`config.mk`:
```
export PLATFORM = sky130hd
export DESIGN_NAME = plb_port_block
export DESIGN_NICKNAME = d
export VERILOG_FILES = /design/src/common/plb_pkg.sv /design/src/core/plb_port_block.sv
export SDC_FILE = /design/constraint.sdc
export NUM_CORES = 1
export LEC_CHECK = 0
export ABC_AREA = 1
export BUFFER_PORTS_ARGS = -buffer_cell sky130_fd_sc_hd__clkbuf_2
export CAP_MARGIN = 20
export CELL_PAD_IN_SITES_DETAIL_PLACEMENT = 0
export CELL_PAD_IN_SITES_GLOBAL_PLACEMENT = 2
export CORE_MARGIN = 2
export CORE_UTILIZATION = 32
export CTS_BUF_LIST = sky130_fd_sc_hd__clkbuf_8
export DETAILED_ROUTE_END_ITERATION = 16
export GPL_ROUTABILITY_DRIVEN = 1
export GPL_TIMING_DRIVEN = 0
export HOLD_SLACK_MARGIN = 0.06
export PLACE_DENSITY = 0.94
export SYNTH_ARGS = -nofsm -noshare
export SYNTH_HDL_FRONTEND = slang
export SYNTH_SLANG_ARGS = --single-unit
```
`constraint.sdc`:
```
create_clock -name CLK -period 3.2 [get_ports CLK]
set_clock_uncertainty 0.05 [all_clocks]
set_input_delay 0.48 -clock CLK [delete_from_list [all_inputs] [get_ports CLK]]
set_output_delay 0.48 -clock CLK [all_outputs]
set_load 0.02 [all_outputs]
```
`src/common/plb_pkg.sv`:
```
// constants and carrier types for the port latch and bus strobe block
package plb_pkg;

  // register map: port latches, pin views, own control words
  localparam logic [7:0] PORT_BASE = 8'h80;
  localparam logic [3:0] PORT_STRIDE_SH = 4'h4;
  localparam logic [7:0] PIN_VIEW_OFS = 8'h08;
  localparam logic [7:0] CTRL_ADDR = 8'hf8;
  localparam logic [7:0] ANALOG_ADDR = 8'hf9;
  localparam logic [7:0] STATUS_ADDR = 8'hfa;

  // reset values
  localparam logic [7:0] LATCH_RST = 8'hff;
  localparam logic [7:0] ANALOG_RST = 8'h00;
  localparam logic [1:0] P4_MASK = 2'h3;

  // oscillator periods per machine cycle, normal and double speed
  localparam logic [3:0] MC_STD = 4'hc;
  localparam logic [3:0] MC_DBL = 4'h6;
  // address phase length inside each half machine cycle
  localparam logic [3:0] ADR_PH_STD = 4'h3;
  localparam logic [3:0] ADR_PH_DBL = 4'h1;
  // machine cycles the reset pin must stay high
  localparam logic [4:0] RST_MCYCLES = 5'h02;
  // first program address that lives outside internal flash
  localparam logic [15:0] CODE_LIMIT = 16'h8000;

  localparam int SYNC_W = 42;

  typedef struct packed {
    logic [5:0] rsvd;
    logic double_speed_mode;
    logic ale_off;
  } plb_ctrl_t;

  localparam plb_ctrl_t CTRL_RST = '{rsvd: 6'h00, double_speed_mode: 1'b0, ale_off: 1'b0};

  // pin drive bundle: o is the level driven while oe is high,
  // pu is the weak internal pull-up
  typedef struct packed {
    logic [4:0][7:0] o;
    logic [4:0][7:0] oe;
    logic [4:0][7:0] pu;
  } plb_drive_t;

  typedef struct packed {
    logic [SYNC_W-1:0] s1;
    logic [SYNC_W-1:0] s2;
    logic [SYNC_W-1:0] s3;
    logic [SYNC_W-1:0] stab;
    logic [4:0][7:0] latch;
    plb_ctrl_t ctrl;
    logic [7:0] analog;
    logic [3:0] ph;
    logic [4:0] rst_cnt;
    logic dev_rst;
    logic [7:0] rdata;
    logic ale;
    logic program_fetch_strobe_n;
    logic fetch_ext;
    plb_drive_t drv;
  } plb_state_t;

endpackage : plb_pkg

```
`src/core/plb_port_block.sv`:
```
// port latches, pin drivers and external memory strobes
//
// What this block does
// RQ1 - reset pin high two machine cycles resets
// RQ2 - address latch pulse every six or three periods
// RQ3 - software may stop address latch on internal fetch
// RQ4 - fetch strobe twice per machine cycle externally
// RQ5 - two fetch strobes skipped per data access
// RQ6 - fetch strobe idle for internal fetches
// RQ7 - select high: internal below 8000h
// RQ8 - select low: every fetch is external
// RQ9 - port write loads the latch
// RQ10 - latch read returns stored latch bits
// RQ11 - pin read returns synchronised pin levels
// RQ12 - each line independently input or output
// RQ13 - zero drives low, one releases pin
// RQ14 - ports 1,3,4 follow alternate output
// RQ15 - ports 0,2 carry address/data in bus cycles
// RQ16 - bus cycles override general purpose use
// RQ17 - port 0 drives ones only in bus cycles
// RQ18 - port 2 drives ones in bus cycles
// RQ19 - port 1 pull-up off for analog pins
// RQ20 - any reset sets all latches to one
// RQ21 - pin levels synchronised before use
`timescale 1ns/1ps
`default_nettype none

module plb_port_block (
  input wire logic CLK,
  input wire logic RST_N,
  input wire logic [7:0] ADDR,
  input wire logic [7:0] WDATA,
  input wire logic WR,
  input wire logic RD,
  output logic [7:0] RDATA,
  input wire logic RESET_PIN,
  input wire logic EXT_FETCH_SEL,
  input wire logic [15:0] PC,
  input wire logic CODE_FETCH,
  input wire logic XDATA_ACCESS,
  input wire logic [15:0] BUS_ADDR,
  input wire logic [7:0] BUS_DOUT,
  input wire logic BUS_WRITE,
  input wire logic [7:0] ALT1_OUT,
  input wire logic [7:0] ALT3_OUT,
  input wire logic [1:0] ALT4_OUT,
  input wire logic [4:0][7:0] PIN_IN,
  output plb_pkg::plb_drive_t PIN_DRV,
  output logic ALE,
  output logic PROG_FETCH_STROBE_N,
  output logic FETCH_EXTERNAL,
  output logic DEV_RESET
);

  localparam plb_pkg::plb_state_t STATE_RST = '{
    latch: {5{plb_pkg::LATCH_RST}},
    ctrl: plb_pkg::CTRL_RST,
    analog: plb_pkg::ANALOG_RST,
    program_fetch_strobe_n: 1'b1,
    default: '0
  };

  plb_pkg::plb_state_t q;
  plb_pkg::plb_state_t n;

  logic [4:0][7:0] pins_s;
  logic ea_s;
  logic rpin_s;
  logic [3:0] mc_len;
  logic [3:0] half;
  logic [3:0] hph;
  logic [3:0] adr_ph;
  logic [4:0] rst_lim;
  logic fetch_ext_c;
  logic ext_fetch_on;
  logic bus_cycle;
  logic ale_tick;
  logic ale_dis;
  logic [4:0][7:0] alt;
  logic [7:0] port_addr;
  logic lv;

  // stable views of the synchronised pins
  assign pins_s = q.stab[39:0];
  assign ea_s = q.stab[40];
  assign rpin_s = q.stab[41];

  always_comb begin
    n = q;
    port_addr = 8'h00;
    lv = 1'b0;

    // RQ21 three stage sync
    // a bit only moves once stages two and three agree,
    // which also filters single-cycle glitches
    n.s1 = {RESET_PIN, EXT_FETCH_SEL, PIN_IN};
    n.s2 = q.s1;
    n.s3 = q.s2;
    n.stab = (q.s2 & q.s3) | (q.stab & (q.s2 | q.s3));

    // machine cycle phase counter
    mc_len = q.ctrl.double_speed_mode ? plb_pkg::MC_DBL : plb_pkg::MC_STD;
    half = mc_len >> 1;
    adr_ph = q.ctrl.double_speed_mode ? plb_pkg::ADR_PH_DBL : plb_pkg::ADR_PH_STD;
    hph = (q.ph < half) ? q.ph : 4'(q.ph - half);
    // wraps on >= so a speed change mid-cycle never runs past the end
    n.ph = (q.ph >= 4'(mc_len - 4'h1)) ? 4'h0 : 4'(q.ph + 4'h1);

    // RQ1 reset pin qualifier
    // counts clocks of a high pin, saturating at the limit
    rst_lim = 5'(plb_pkg::RST_MCYCLES * {1'b0, mc_len});
    if (!rpin_s) begin
      n.rst_cnt = 5'h00;
    end else if (q.rst_cnt != rst_lim) begin
      n.rst_cnt = 5'(q.rst_cnt + 5'h01);
    end
    n.dev_rst = rpin_s && (q.rst_cnt == rst_lim);

    // RQ7 code map split
    // RQ8 all external when select low
    fetch_ext_c = !ea_s || (PC >= plb_pkg::CODE_LIMIT);
    n.fetch_ext = fetch_ext_c;
    ext_fetch_on = CODE_FETCH && fetch_ext_c;
    bus_cycle = ext_fetch_on || XDATA_ACCESS;

    // RQ2 address latch timing
    ale_tick = (q.ph == 4'h0) || (q.ph == half);
    // RQ3 software address latch off
    ale_dis = q.ctrl.ale_off && ea_s && !fetch_ext_c;
    n.ale = ale_tick && !XDATA_ACCESS && !ale_dis;

    // RQ4 two fetch strobes per cycle
    // RQ5 skipped during data access
    // RQ6 idle on internal fetch
    n.program_fetch_strobe_n = !(ext_fetch_on && !XDATA_ACCESS && (hph >= adr_ph));

    // RQ9 latch write
    // a write in the same cycle as a detected reset loses
    if (WR) begin
      for (int i = 0; i < 5; i++) begin
        port_addr = 8'(plb_pkg::PORT_BASE + (8'(i) << plb_pkg::PORT_STRIDE_SH));
        if (ADDR == port_addr) begin
          n.latch[i] = WDATA;
        end
      end
      if (ADDR == plb_pkg::CTRL_ADDR) begin
        n.ctrl = plb_pkg::plb_ctrl_t'({6'h00, WDATA[1:0]});
      end
      if (ADDR == plb_pkg::ANALOG_ADDR) begin
        n.analog = WDATA;
      end
    end
    n.latch[4][7:2] = 6'h3f;

    // RQ20 latches to one on reset
    if (q.dev_rst) begin
      n.latch = {5{plb_pkg::LATCH_RST}};
      n.ctrl = plb_pkg::CTRL_RST;
      n.analog = plb_pkg::ANALOG_RST;
    end

    // read data stands for one cycle only, zero otherwise
    n.rdata = 8'h00;
    if (RD) begin
      for (int i = 0; i < 5; i++) begin
        port_addr = 8'(plb_pkg::PORT_BASE + (8'(i) << plb_pkg::PORT_STRIDE_SH));
        // RQ10 latch read path
        if (ADDR == port_addr) begin
          n.rdata = (i == 4) ? {6'h00, q.latch[4][1:0]} : q.latch[i];
        end
        // RQ11 pin read path
        if (ADDR == 8'(port_addr + plb_pkg::PIN_VIEW_OFS)) begin
          n.rdata = (i == 4) ? {6'h00, pins_s[4][1:0]} : pins_s[i];
        end
      end
      if (ADDR == plb_pkg::CTRL_ADDR) begin
        n.rdata = q.ctrl;
      end
      if (ADDR == plb_pkg::ANALOG_ADDR) begin
        n.rdata = q.analog;
      end
      if (ADDR == plb_pkg::STATUS_ADDR) begin
        n.rdata = {4'h0, q.fetch_ext, bus_cycle, ea_s, q.dev_rst};
      end
    end

    // alternate outputs; ports 0 and 2 have none
    alt[0] = 8'hff;
    alt[1] = ALT1_OUT;
    alt[2] = 8'hff;
    alt[3] = ALT3_OUT;
    alt[4] = {6'h3f, ALT4_OUT};

    // RQ12 per-line drive
    // each bit is worked out alone from its own latch bit
    for (int i = 0; i < 5; i++) begin
      for (int b = 0; b < 8; b++) begin
        // RQ14 alternate function gating
        lv = q.latch[i][b] && alt[i][b];
        // RQ13 zero pulls low
        n.drv.o[i][b] = 1'b0;
        n.drv.oe[i][b] = !lv;
        n.drv.pu[i][b] = (i != 0);
      end
    end

    // RQ19 analog pins lose pull-up
    n.drv.pu[1] = ~q.analog;

    // port 4 has two lines; the rest stay released
    n.drv.oe[4][7:2] = 6'h00;
    n.drv.pu[4][7:2] = 6'h00;

    // RQ15 bus takes the drivers
    // RQ16 latches ignored meanwhile
    if (bus_cycle) begin
      // RQ18 port 2 full drive
      n.drv.o[2] = BUS_ADDR[15:8];
      n.drv.oe[2] = 8'hff;
      // RQ17 port 0 strong only here
      // address first, then write data or released for reads
      if (hph < adr_ph) begin
        n.drv.o[0] = BUS_ADDR[7:0];
        n.drv.oe[0] = 8'hff;
      end else if (BUS_WRITE && XDATA_ACCESS) begin
        n.drv.o[0] = BUS_DOUT;
        n.drv.oe[0] = 8'hff;
      end else begin
        n.drv.o[0] = 8'h00;
        n.drv.oe[0] = 8'h00;
      end
    end
  end

  always_ff @(posedge CLK) begin
    if (!RST_N) begin
      q <= STATE_RST;
    end else begin
      q <= n;
    end
  end

  assign RDATA = q.rdata;
  assign PIN_DRV = q.drv;
  assign ALE = q.ale;
  assign PROG_FETCH_STROBE_N = q.program_fetch_strobe_n;
  assign FETCH_EXTERNAL = q.fetch_ext;
  assign DEV_RESET = q.dev_rst;
endmodule : plb_port_block

`default_nettype wire

```
### Word level (Yosys, flattened, before mapping)

Cells that the tools add are included.

| word-level totals | value |
|---|---|
| bits in registers | 353 |
| bits of input ports | 123 |
| logic and storage cells | 174 |

| operators by class | value |
|---|---|
| add/sub/neg operators | 4 |
| $lt $le $gt $ge | 5 |
| eq/ne operators | 16 |
| mux-type cells | 23 |
| bitwise gates (word level) | 7 |
| reductions and logical operators | 83 |

Operator list:

| kind | count |
|---|---|
| $mux 8 | 19 |
| $eq 8x8->1 const B | 13 |
| $and 42x42->42 | 2 |
| $or 42x42->42 | 2 |
| $logic_not 1->1 | 39 |
| $mux 34 | 1 |
| $logic_and 1x1->1 | 27 |
| $reduce_and 2->1 | 10 |
| $ge 16x16->1 const B | 1 |
| $mux 4 | 2 |
| $not 8->8 | 1 |
| $add 5x1->5 const B | 1 |
| $eq 5x5->1 | 1 |
| $ne 5x5->1 | 1 |
| $add 4x1->4 const B | 1 |
| $eq 4x3->1 | 1 |
| $ge 4x2->1 | 1 |
| $ge 4x4->1 | 1 |
| $logic_not 4->1 | 1 |
| $lt 4x2->1 | 1 |
| $lt 4x3->1 | 1 |
| $reduce_or 2->1 | 2 |
| $sub 4x1->4 const B | 1 |
| $sub 4x3->4 | 1 |
| other kinds (4) | 7 |

### Depth between registers and ports, before layout

Gate-level depths: netlist of run 1.

| logic depth | value |
|---|---|
| word-level depth | 14 |
| mapped depth | 19 |
| depth with buffers taken out | 19 |

### Worst setup path after synthesis of run 1

Ideal clock, no wire load.

| path | value |
|---|---|
| path type | reg2reg |
| from | register q[150] (netlist name) |
| to | register q (netlist bit PIN_DRV[42]) |
| library setup time | 0.056 ns |
| arrival | 2.174 ns |
| required time | 3.094 ns |
| slack | 0.920 ns |
| cell stages (with the launch flop) | 18 |
| path buffers | 0 |
| period minus slack after synthesis | 2.280 ns |
| cell sequence | dfxtp_1 ha_1 inv_1 ha_1 inv_1 nor2_1 inv_1 nand2_2 o21ai_0 ha_1 a31o_1 inv_1 nand2_4 inv_4 nand2_4 o211ai_1 nand2_1 inv_1 |

| on the way | value |
|---|---|
| cells in the longest elaborated chain, start to end | 6 |

RTL lines:

| element | RTL line | RTL |
|---|---|---|
| from (decl) | plb_port_block.sv:63 | `plb_pkg::plb_state_t q;` |
| from (signal assigned) | plb_port_block.sv:239 | `q <= n;` |
| $mux 4 | plb_port_block.sv:102 | `mc_len = q.ctrl.double_speed_mode ? plb_pkg::MC_DBL : plb_pkg::MC_STD;` |
| $sub 4x3->4 or $lt 4x3->1 (tied branches) | plb_port_block.sv:105 | `hph = (q.ph < half) ? q.ph : 4'(q.ph - half);` |
| $mux 4 | plb_port_block.sv:105 |  |
| $lt 4x2->1 * | plb_port_block.sv:222 | `if (hph < adr_ph) begin` |
| $mux 8 * | plb_port_block.sv:222 |  |
| $mux 8 * | plb_port_block.sv:216 | `if (bus_cycle) begin` |

Every way passes the cells marked *; elsewhere a longest branch is shown, timed or not.
A chain may end at the register's enable or synchronous reset.

### Worst setup path after layout of run 1

| path | value |
|---|---|
| from | register q[150] (netlist name) |
| to | register q (netlist bit PIN_DRV[47]) |

The elaborated chain is that of the path after synthesis.

==> out/qor.txt, run 1 <==
Status -> finished, final reports clean
Vias in the first global route -> 7,796
Die H -> 184 um
Most used DFF post-synth -> dfxtp_1
Longest Clk Path Bufs -> 3
Initial Utilization -> 32.6%
GPL Wtd Cong -> 0.823
Crit path required time -> 3650 ps
Drt pass-1 iters -> 5
Drc violations -> 0
Post-layout util -> 42.1%
Power per cell area -> 533 nW/um^2
Synth cell types -> 40
Startpoint Class -> flop
Initial antenna violation count -> 1
GR Overflow Total -> 0
Drt initial violations -> 374
Synth async-reset ratio -> 0%
Die Area -> 33,700 sq um
Mapped Area -> 10,300 sq um
Slew @ Worst Pin -> 770 ps
Max cap viols -> 0
Final Cell Area -> 13,300 sq um
Final Hold Fails -> 0
Cts repair resizes -> 0
Final period util -> 86.1%
P&R area growth vs syn -> 29.1%
PnR Total Power -> 7.11 mW
Core area -> 31,600 sq um
Fill count -> 3,217
Maximum fanout along the worst path -> 10
Via count -> 8,327
DP Worst Slack -> 433 ps
First-pass GRT wire length -> 39,800 um
Worst-Skew Late Latency -> 550 ps
Clk sink count -> 268
Setup TNS -> 0 ps
Max Freq -> 363 MHz
Post-Synthesis Cells -> 1,261
ANT nets after route -> 0
Leakage -> 7.05 nW
HPWL after DPL -> 19,600 um
Routed WL -> 25,500 um
Top-area cell type share of the netlist area -> 51.9%
Min-Delay Path Class -> in -> reg
Synthesis Warnings -> 0
Most frequent cell after synthesis -> dfxtp_1
H-tree Lvls -> 2
Vias/cell -> 4.12
Setup violators final -> 0
Post-synth top area cell -> dfxtp_1
Critical path class -> reg -> reg
Worst EP arrival -> 3200 ps
Placed inst area -> 11,900 sq um
PortBufs -> 189
Top post-synthesis cells by count -> 268 x dfxtp_1, 231 x nand2_1, 189 x inv_1
Num CTS Buffers -> 44
Io pins -> 255
WL/cell -> 12.6 um
Count of state elements after synthesis -> 268
Setup slack after layout -> 445 ps
Total global-route track usage -> 15.0%
Pin count of the biggest net entering global routing -> 19
Critical Path Sink Type -> flop
Largest cells by area after synthesis -> dfxtp_1 52%, buf_4 9.4%, nand2_1 8.4%, inv_1 6.9%, a21oi_1 5.0%
Minimum clock period -> 2760 ps
Layout cells sized above 1 -> 26.1%
Root Driver -> clkbuf_8
Final nets -> 1,727
Rel. slew slack -> 48.7%
Sequential cell area fraction in the yosys report -> 51.9%
Die X -> 184 um
Post-synth EDFFs -> 0
Clk slew on worst S/H paths -> 60 ps
Max IR drop VDD -> 0.232 mV
CTS tree -> built
Rows -> 65
RSZ-0062 raised after global routing -> false
Mean Syn Cell Area -> 8.19 sq um
ANT cells -> 0
Slew Limit Fails -> 0
-- power breakdown --
part / internal, mW / switching [mW]
sequential: 3.45 / 0.0480
clock: 1.59 / 1.30
combinational: 0.315 / 0.398
-- state kept, by name, summed over array words and instances (netlist names) --
| name | flops |
|---|---|
| ALE | 1 |
| q | 90 |
| FETCH_EXTERNAL | 1 |
| PROG_FETCH_STROBE_N | 1 |
| pins_s | 34 |
| RDATA | 8 |
| DEV_RESET | 1 |
| ea_s | 1 |
| PIN_DRV | 59 |
| n | 72 |
-- worst max-delay path, stage by stage, from the launching register on --
cell,delay (ps)
dfxtp_1,560
inv_1,180
ha_1,370
nor2_1,60
inv_1,90
nand2_2,80
o21ai_0,170
ha_1,250
a31o_1,210
inv_1,80
nand2_4,100
inv_4,160
nand2_4,100
o211ai_1,100
nand2_1,70
inv_1,50
-- worst paths after layout --
path / to / start / slack [ps] / cells past startpoint
min reg2reg: n[254] / n[296] / 360 / 2
max: PIN_DRV[47] / q[150] / 440 / 15
max reg2reg: PIN_DRV[47] / q[150] / 440 / 15
min: PIN_DRV[103] / BUS_ADDR[15] / 90 / 3
-- kinds of logic after synthesis --
logic type / synth area share, %
DFF: 51.9
adders and majority gates: 1.33
AOI/OAI and AO/OA: 11.1
and+or+nand+nor: 17.2
other: 0.0363
xor gates and xnor gates: 0.339
buffers and inverters: 18.1
-- metrics by stage --
stage	hold slack (ps)	std cells
floorplan	340	1304
global placement	351	1895
detailed placement	351	1895
CTS	60.0	2023
global route	85.2	2023
finish	88.0	2023
-- cell type report --
cell class | count | area (sq um) | area share (%)
clock buffer | 50 | 688 | 5.16
clock inverter | 24 | 164 | 1.23
timing repair buffer | 243 | 1490 | 11.1
inverter | 200 | 758 | 5.69
multi-input combinational | 676 | 3260 | 24.4
tap | 402 | 503 | 3.77
buffer | 160 | 1110 | 8.31
sequential | 268 | 5370 | 40.2
-- placed cells by master, fill, tap and decap left out, types with 7 or more instances in the layout --
master / instances
a21oi_1: 104
buf_2: 7
buf_4: 130
clkbuf_1: 21
clkbuf_2: 189
clkbuf_8: 51
conb_1: 44
dfxtp_1: 268
dlygate4sd3_1: 54
ha_1: 11
inv_1: 204
inv_2: 8
nand2_1: 231
nand3_1: 43
nand4_1: 10
nor2_1: 91
o211ai_1: 23
o21ai_0: 69
-- metal layers --
metal	part of all wire (%)	track usage [%]	vias up	routed length (um)
met2	46	25.2	260	11600
met3	6.7	3.15	39	1700
met5	0.051	0	-	13
met1	45	18.9	3601	11500
met4	2.5	5.50	2	636
li1	-	-	4425	-
-- what timing repair did --
action	CTS	global route
buffers inserted	0	0
hold endpoints to repair	54	0
hold buffers	54	0
No activity file was read; power rests on OpenSTA's default activity.
==> run 2, diff against run 1 <==
==> constraint.sdc (replaced) <==
create_clock -name CLK -period 2.55 [get_ports CLK]
set_clock_uncertainty 0.05 [all_clocks]
set_input_delay 0.3825 -clock CLK [delete_from_list [all_inputs] [get_ports CLK]]
set_output_delay 0.3825 -clock CLK [all_outputs]
set_load 0.02 [all_outputs]
==> run 2 against run 1 <==
Effect of this change: sequential share of layout area shrank 1.1 points; sequential power grew 25%; clock power increased by 25%; final area increased by 2.9%; power is 26% higher; fmax is 18% higher.
==> out/qor.txt, run 2 (synthesis gave the netlist of run 1 again) <==
PnR Total Power -> 8.98 mW (+26%)
Post-layout util -> 43.4% (+1.2 points)
Total global-route track usage -> 15.2% (+0.20 points)
Max IR drop VDD -> 0.291 mV (+26%)
GR Overflow Total -> 0 (unchanged)
Drt pass-1 iters -> 5 (unchanged)
M3 GR Usage -> 3.31% (+0.16 points)
Worst-Skew Late Latency -> 550 ps (about the same)
Slew Limit Fails -> 0 (unchanged)
Pin count of the biggest net entering global routing -> 19 (unchanged)
Gr busiest metal -> met2
Routed WL -> 26,000 um (+1.9%)
Rows -> 65 (unchanged)
Num CTS Buffers -> 44 (unchanged)
Final Hold Fails -> 0 (unchanged)
Setup violators final -> 0 (unchanged)
Die H -> 184 um (unchanged)
H-tree Lvls -> 2 (unchanged)
Vias in the first global route -> 7,935 (+1.8%)
Crit path max-delay family -> adder cells
Worst EP arrival -> 2730 ps (-470 ps)
Setup TNS -> 0 ps (unchanged)
Met2 Track Usage GR -> 25.7% (+0.51 points)
Via count -> 8,444 (+1.4%)
CTS tree -> built
Initial antenna violation count -> 1 (unchanged)
Most frequent CP cell -> inv_1
Min-Delay Path Class -> in -> reg
Met1 GRT Util -> 18.9% (about the same)
DP Worst Slack -> -217 ps (-650 ps)
GPL Wtd Cong -> 0.823 (unchanged)
Maximum fanout along the worst path -> 5 (-5)
Initial Utilization -> 32.6% (unchanged)
Slew @ Worst Pin -> 763 ps (-6.80 ps)
Drc violations -> 0 (unchanged)
Max Freq -> 429 MHz (+18%)
Most frequent cells in the layout -> 266 x dfxtp_1, 231 x nand2_1, 202 x inv_1
Most common cell after layout, fill and taps aside -> dfxtp_1
ANT nets after route -> 0 (unchanged)
CP bufs+invs -> 6 (+1)
Power per cell area -> 654 nW/um^2 (+23%)
Drt initial violations -> 376 (+0.53%)
Status -> finished, final reports clean
P&R area growth vs syn -> 32.9%
Fill count -> 3,187 (-0.93%)
Layout cells sized above 1 -> 26.4% (+0.34 points)
HPWL after DPL -> 19,600 um (unchanged)
Max FFs per register -> 90 (unchanged)
Clk slew on worst S/H paths -> 60 ps (about the same)
Io pins -> 255 (unchanged)
Worst path cell trace -> inv_2, ha_4, inv_1, ha_1, inv_1, nor2_1, inv_1, nand2_2, nand2_1, o21ai_1, ha_1, a31o_1, inv_2, nand2_4, buf_4, o21ai_0, nor2_1
Crit path required time -> 2940 ps (-710 ps)
Max cap viols -> 0 (unchanged)
First-pass GRT wire length -> 40,400 um (+1.5%)
Leakage -> 7.22 nW (+2.4%)
CP max-delay cell -> dfxtp_4
Die X -> 184 um (unchanged)
WL/cell -> 12.6 um (about the same)
Most flops, register -> q
Biggest cell delay along the critical path -> 340 ps (-220 ps)
Critical path class -> reg -> reg
RSZ-0062 raised after global routing -> false
Die Area -> 33,700 sq um (unchanged)
Root Driver -> clkbuf_8
Setup slack after layout -> 218 ps (-226 ps)
Final period util -> 91.4% (+5.3 points)
Rel. slew slack -> 49.1% (+0.45 points)
ANT cells -> 0 (unchanged)
Vias/cell -> 4.10 (-0.37%)
Core area -> 31,600 sq um (unchanged)
Final nets -> 1,763 (+2.1%)
Minimum clock period -> 2330 ps (-424 ps)
Critical Path Sink Type -> flop
Startpoint Class -> flop
Clk sink count -> 268 (unchanged)
Longest Clk Path Bufs -> 3 (unchanged)
PortBufs -> 189 (unchanged)
[run 2: changes by cell type in the layout (fill, tap and decap cells not counted), sizes merged]
cell         change
dlygate4sd3     +27
buf              +8
clkinv           +1
inv              -1
nand2            +1
[run 2: metrics by stage]
stage | hold slack (ps) | instance area, sq um | instances
after detailed placement | 351 | 11900 | 1895
final | 101 | 13700 | 2059
after global placement | 351 | 11900 | 1895
after CTS | 79.0 | 13600 | 2050
after global routing | 99.4 | 13700 | 2059
after floorplan | 340 | 10500 | 1304
[run 2: path summary, 6_finish.rpt]
kind	start	end	slack, ps	depth (start not counted)
setup / recovery	q[137]	PIN_DRV[85]	220	17
hold / removal	BUS_ADDR[3]	PIN_DRV[83]	100	3
setup reg to reg	q[137]	PIN_DRV[85]	220	17
hold reg to reg	n[296]	n[254]	360	2
[run 2: final cells by class]
class	count	area [sq um]	area share, %
repair buffers	278	1830	13.3
clock buffers	50	688	5.01
flip-flops and latches	268	5370	39.2
well taps	402	503	3.67
plain buffers	160	1110	8.07
inverters	200	768	5.60
clock inverters	24	164	1.19
multi-input cells	677	3290	24.0
[run 2: power by group]
group	switching [mW]	leakage, nW	total [mW]	internal [mW]
Sequential	0.0599	2.20	4.39	4.33
Clock	1.63	0.494	3.62	1.99
Combinational	0.518	4.53	0.960	0.443
Total	2.21	7.22	8.98	6.77
[run 2: timing repair]
item,4_1_cts,5_1_grt
pin swaps,0,1
cloned,0,1
resized for setup,4,9
hold buffers,81,0
buffers inserted,0,8
endpoints found under the setup margin,16,16
endpoints found under the hold margin,74,0
[run 2: worst reg2reg max path: cells and delay by family (launching register included)]
kind	cells	cell delay (ps)
compound gates	3	430
fa+ha+maj	3	580
buf+inv	6	490
flops	1	340
simple gates	5	330
[run 2: layer usage]
metal  wire length [um]  vias to the layer above
met1              11800                     3648
li1                   -                     4495
met5                 13                        -
met4                796                        2
met2              11800                      255
met3               1570                       44
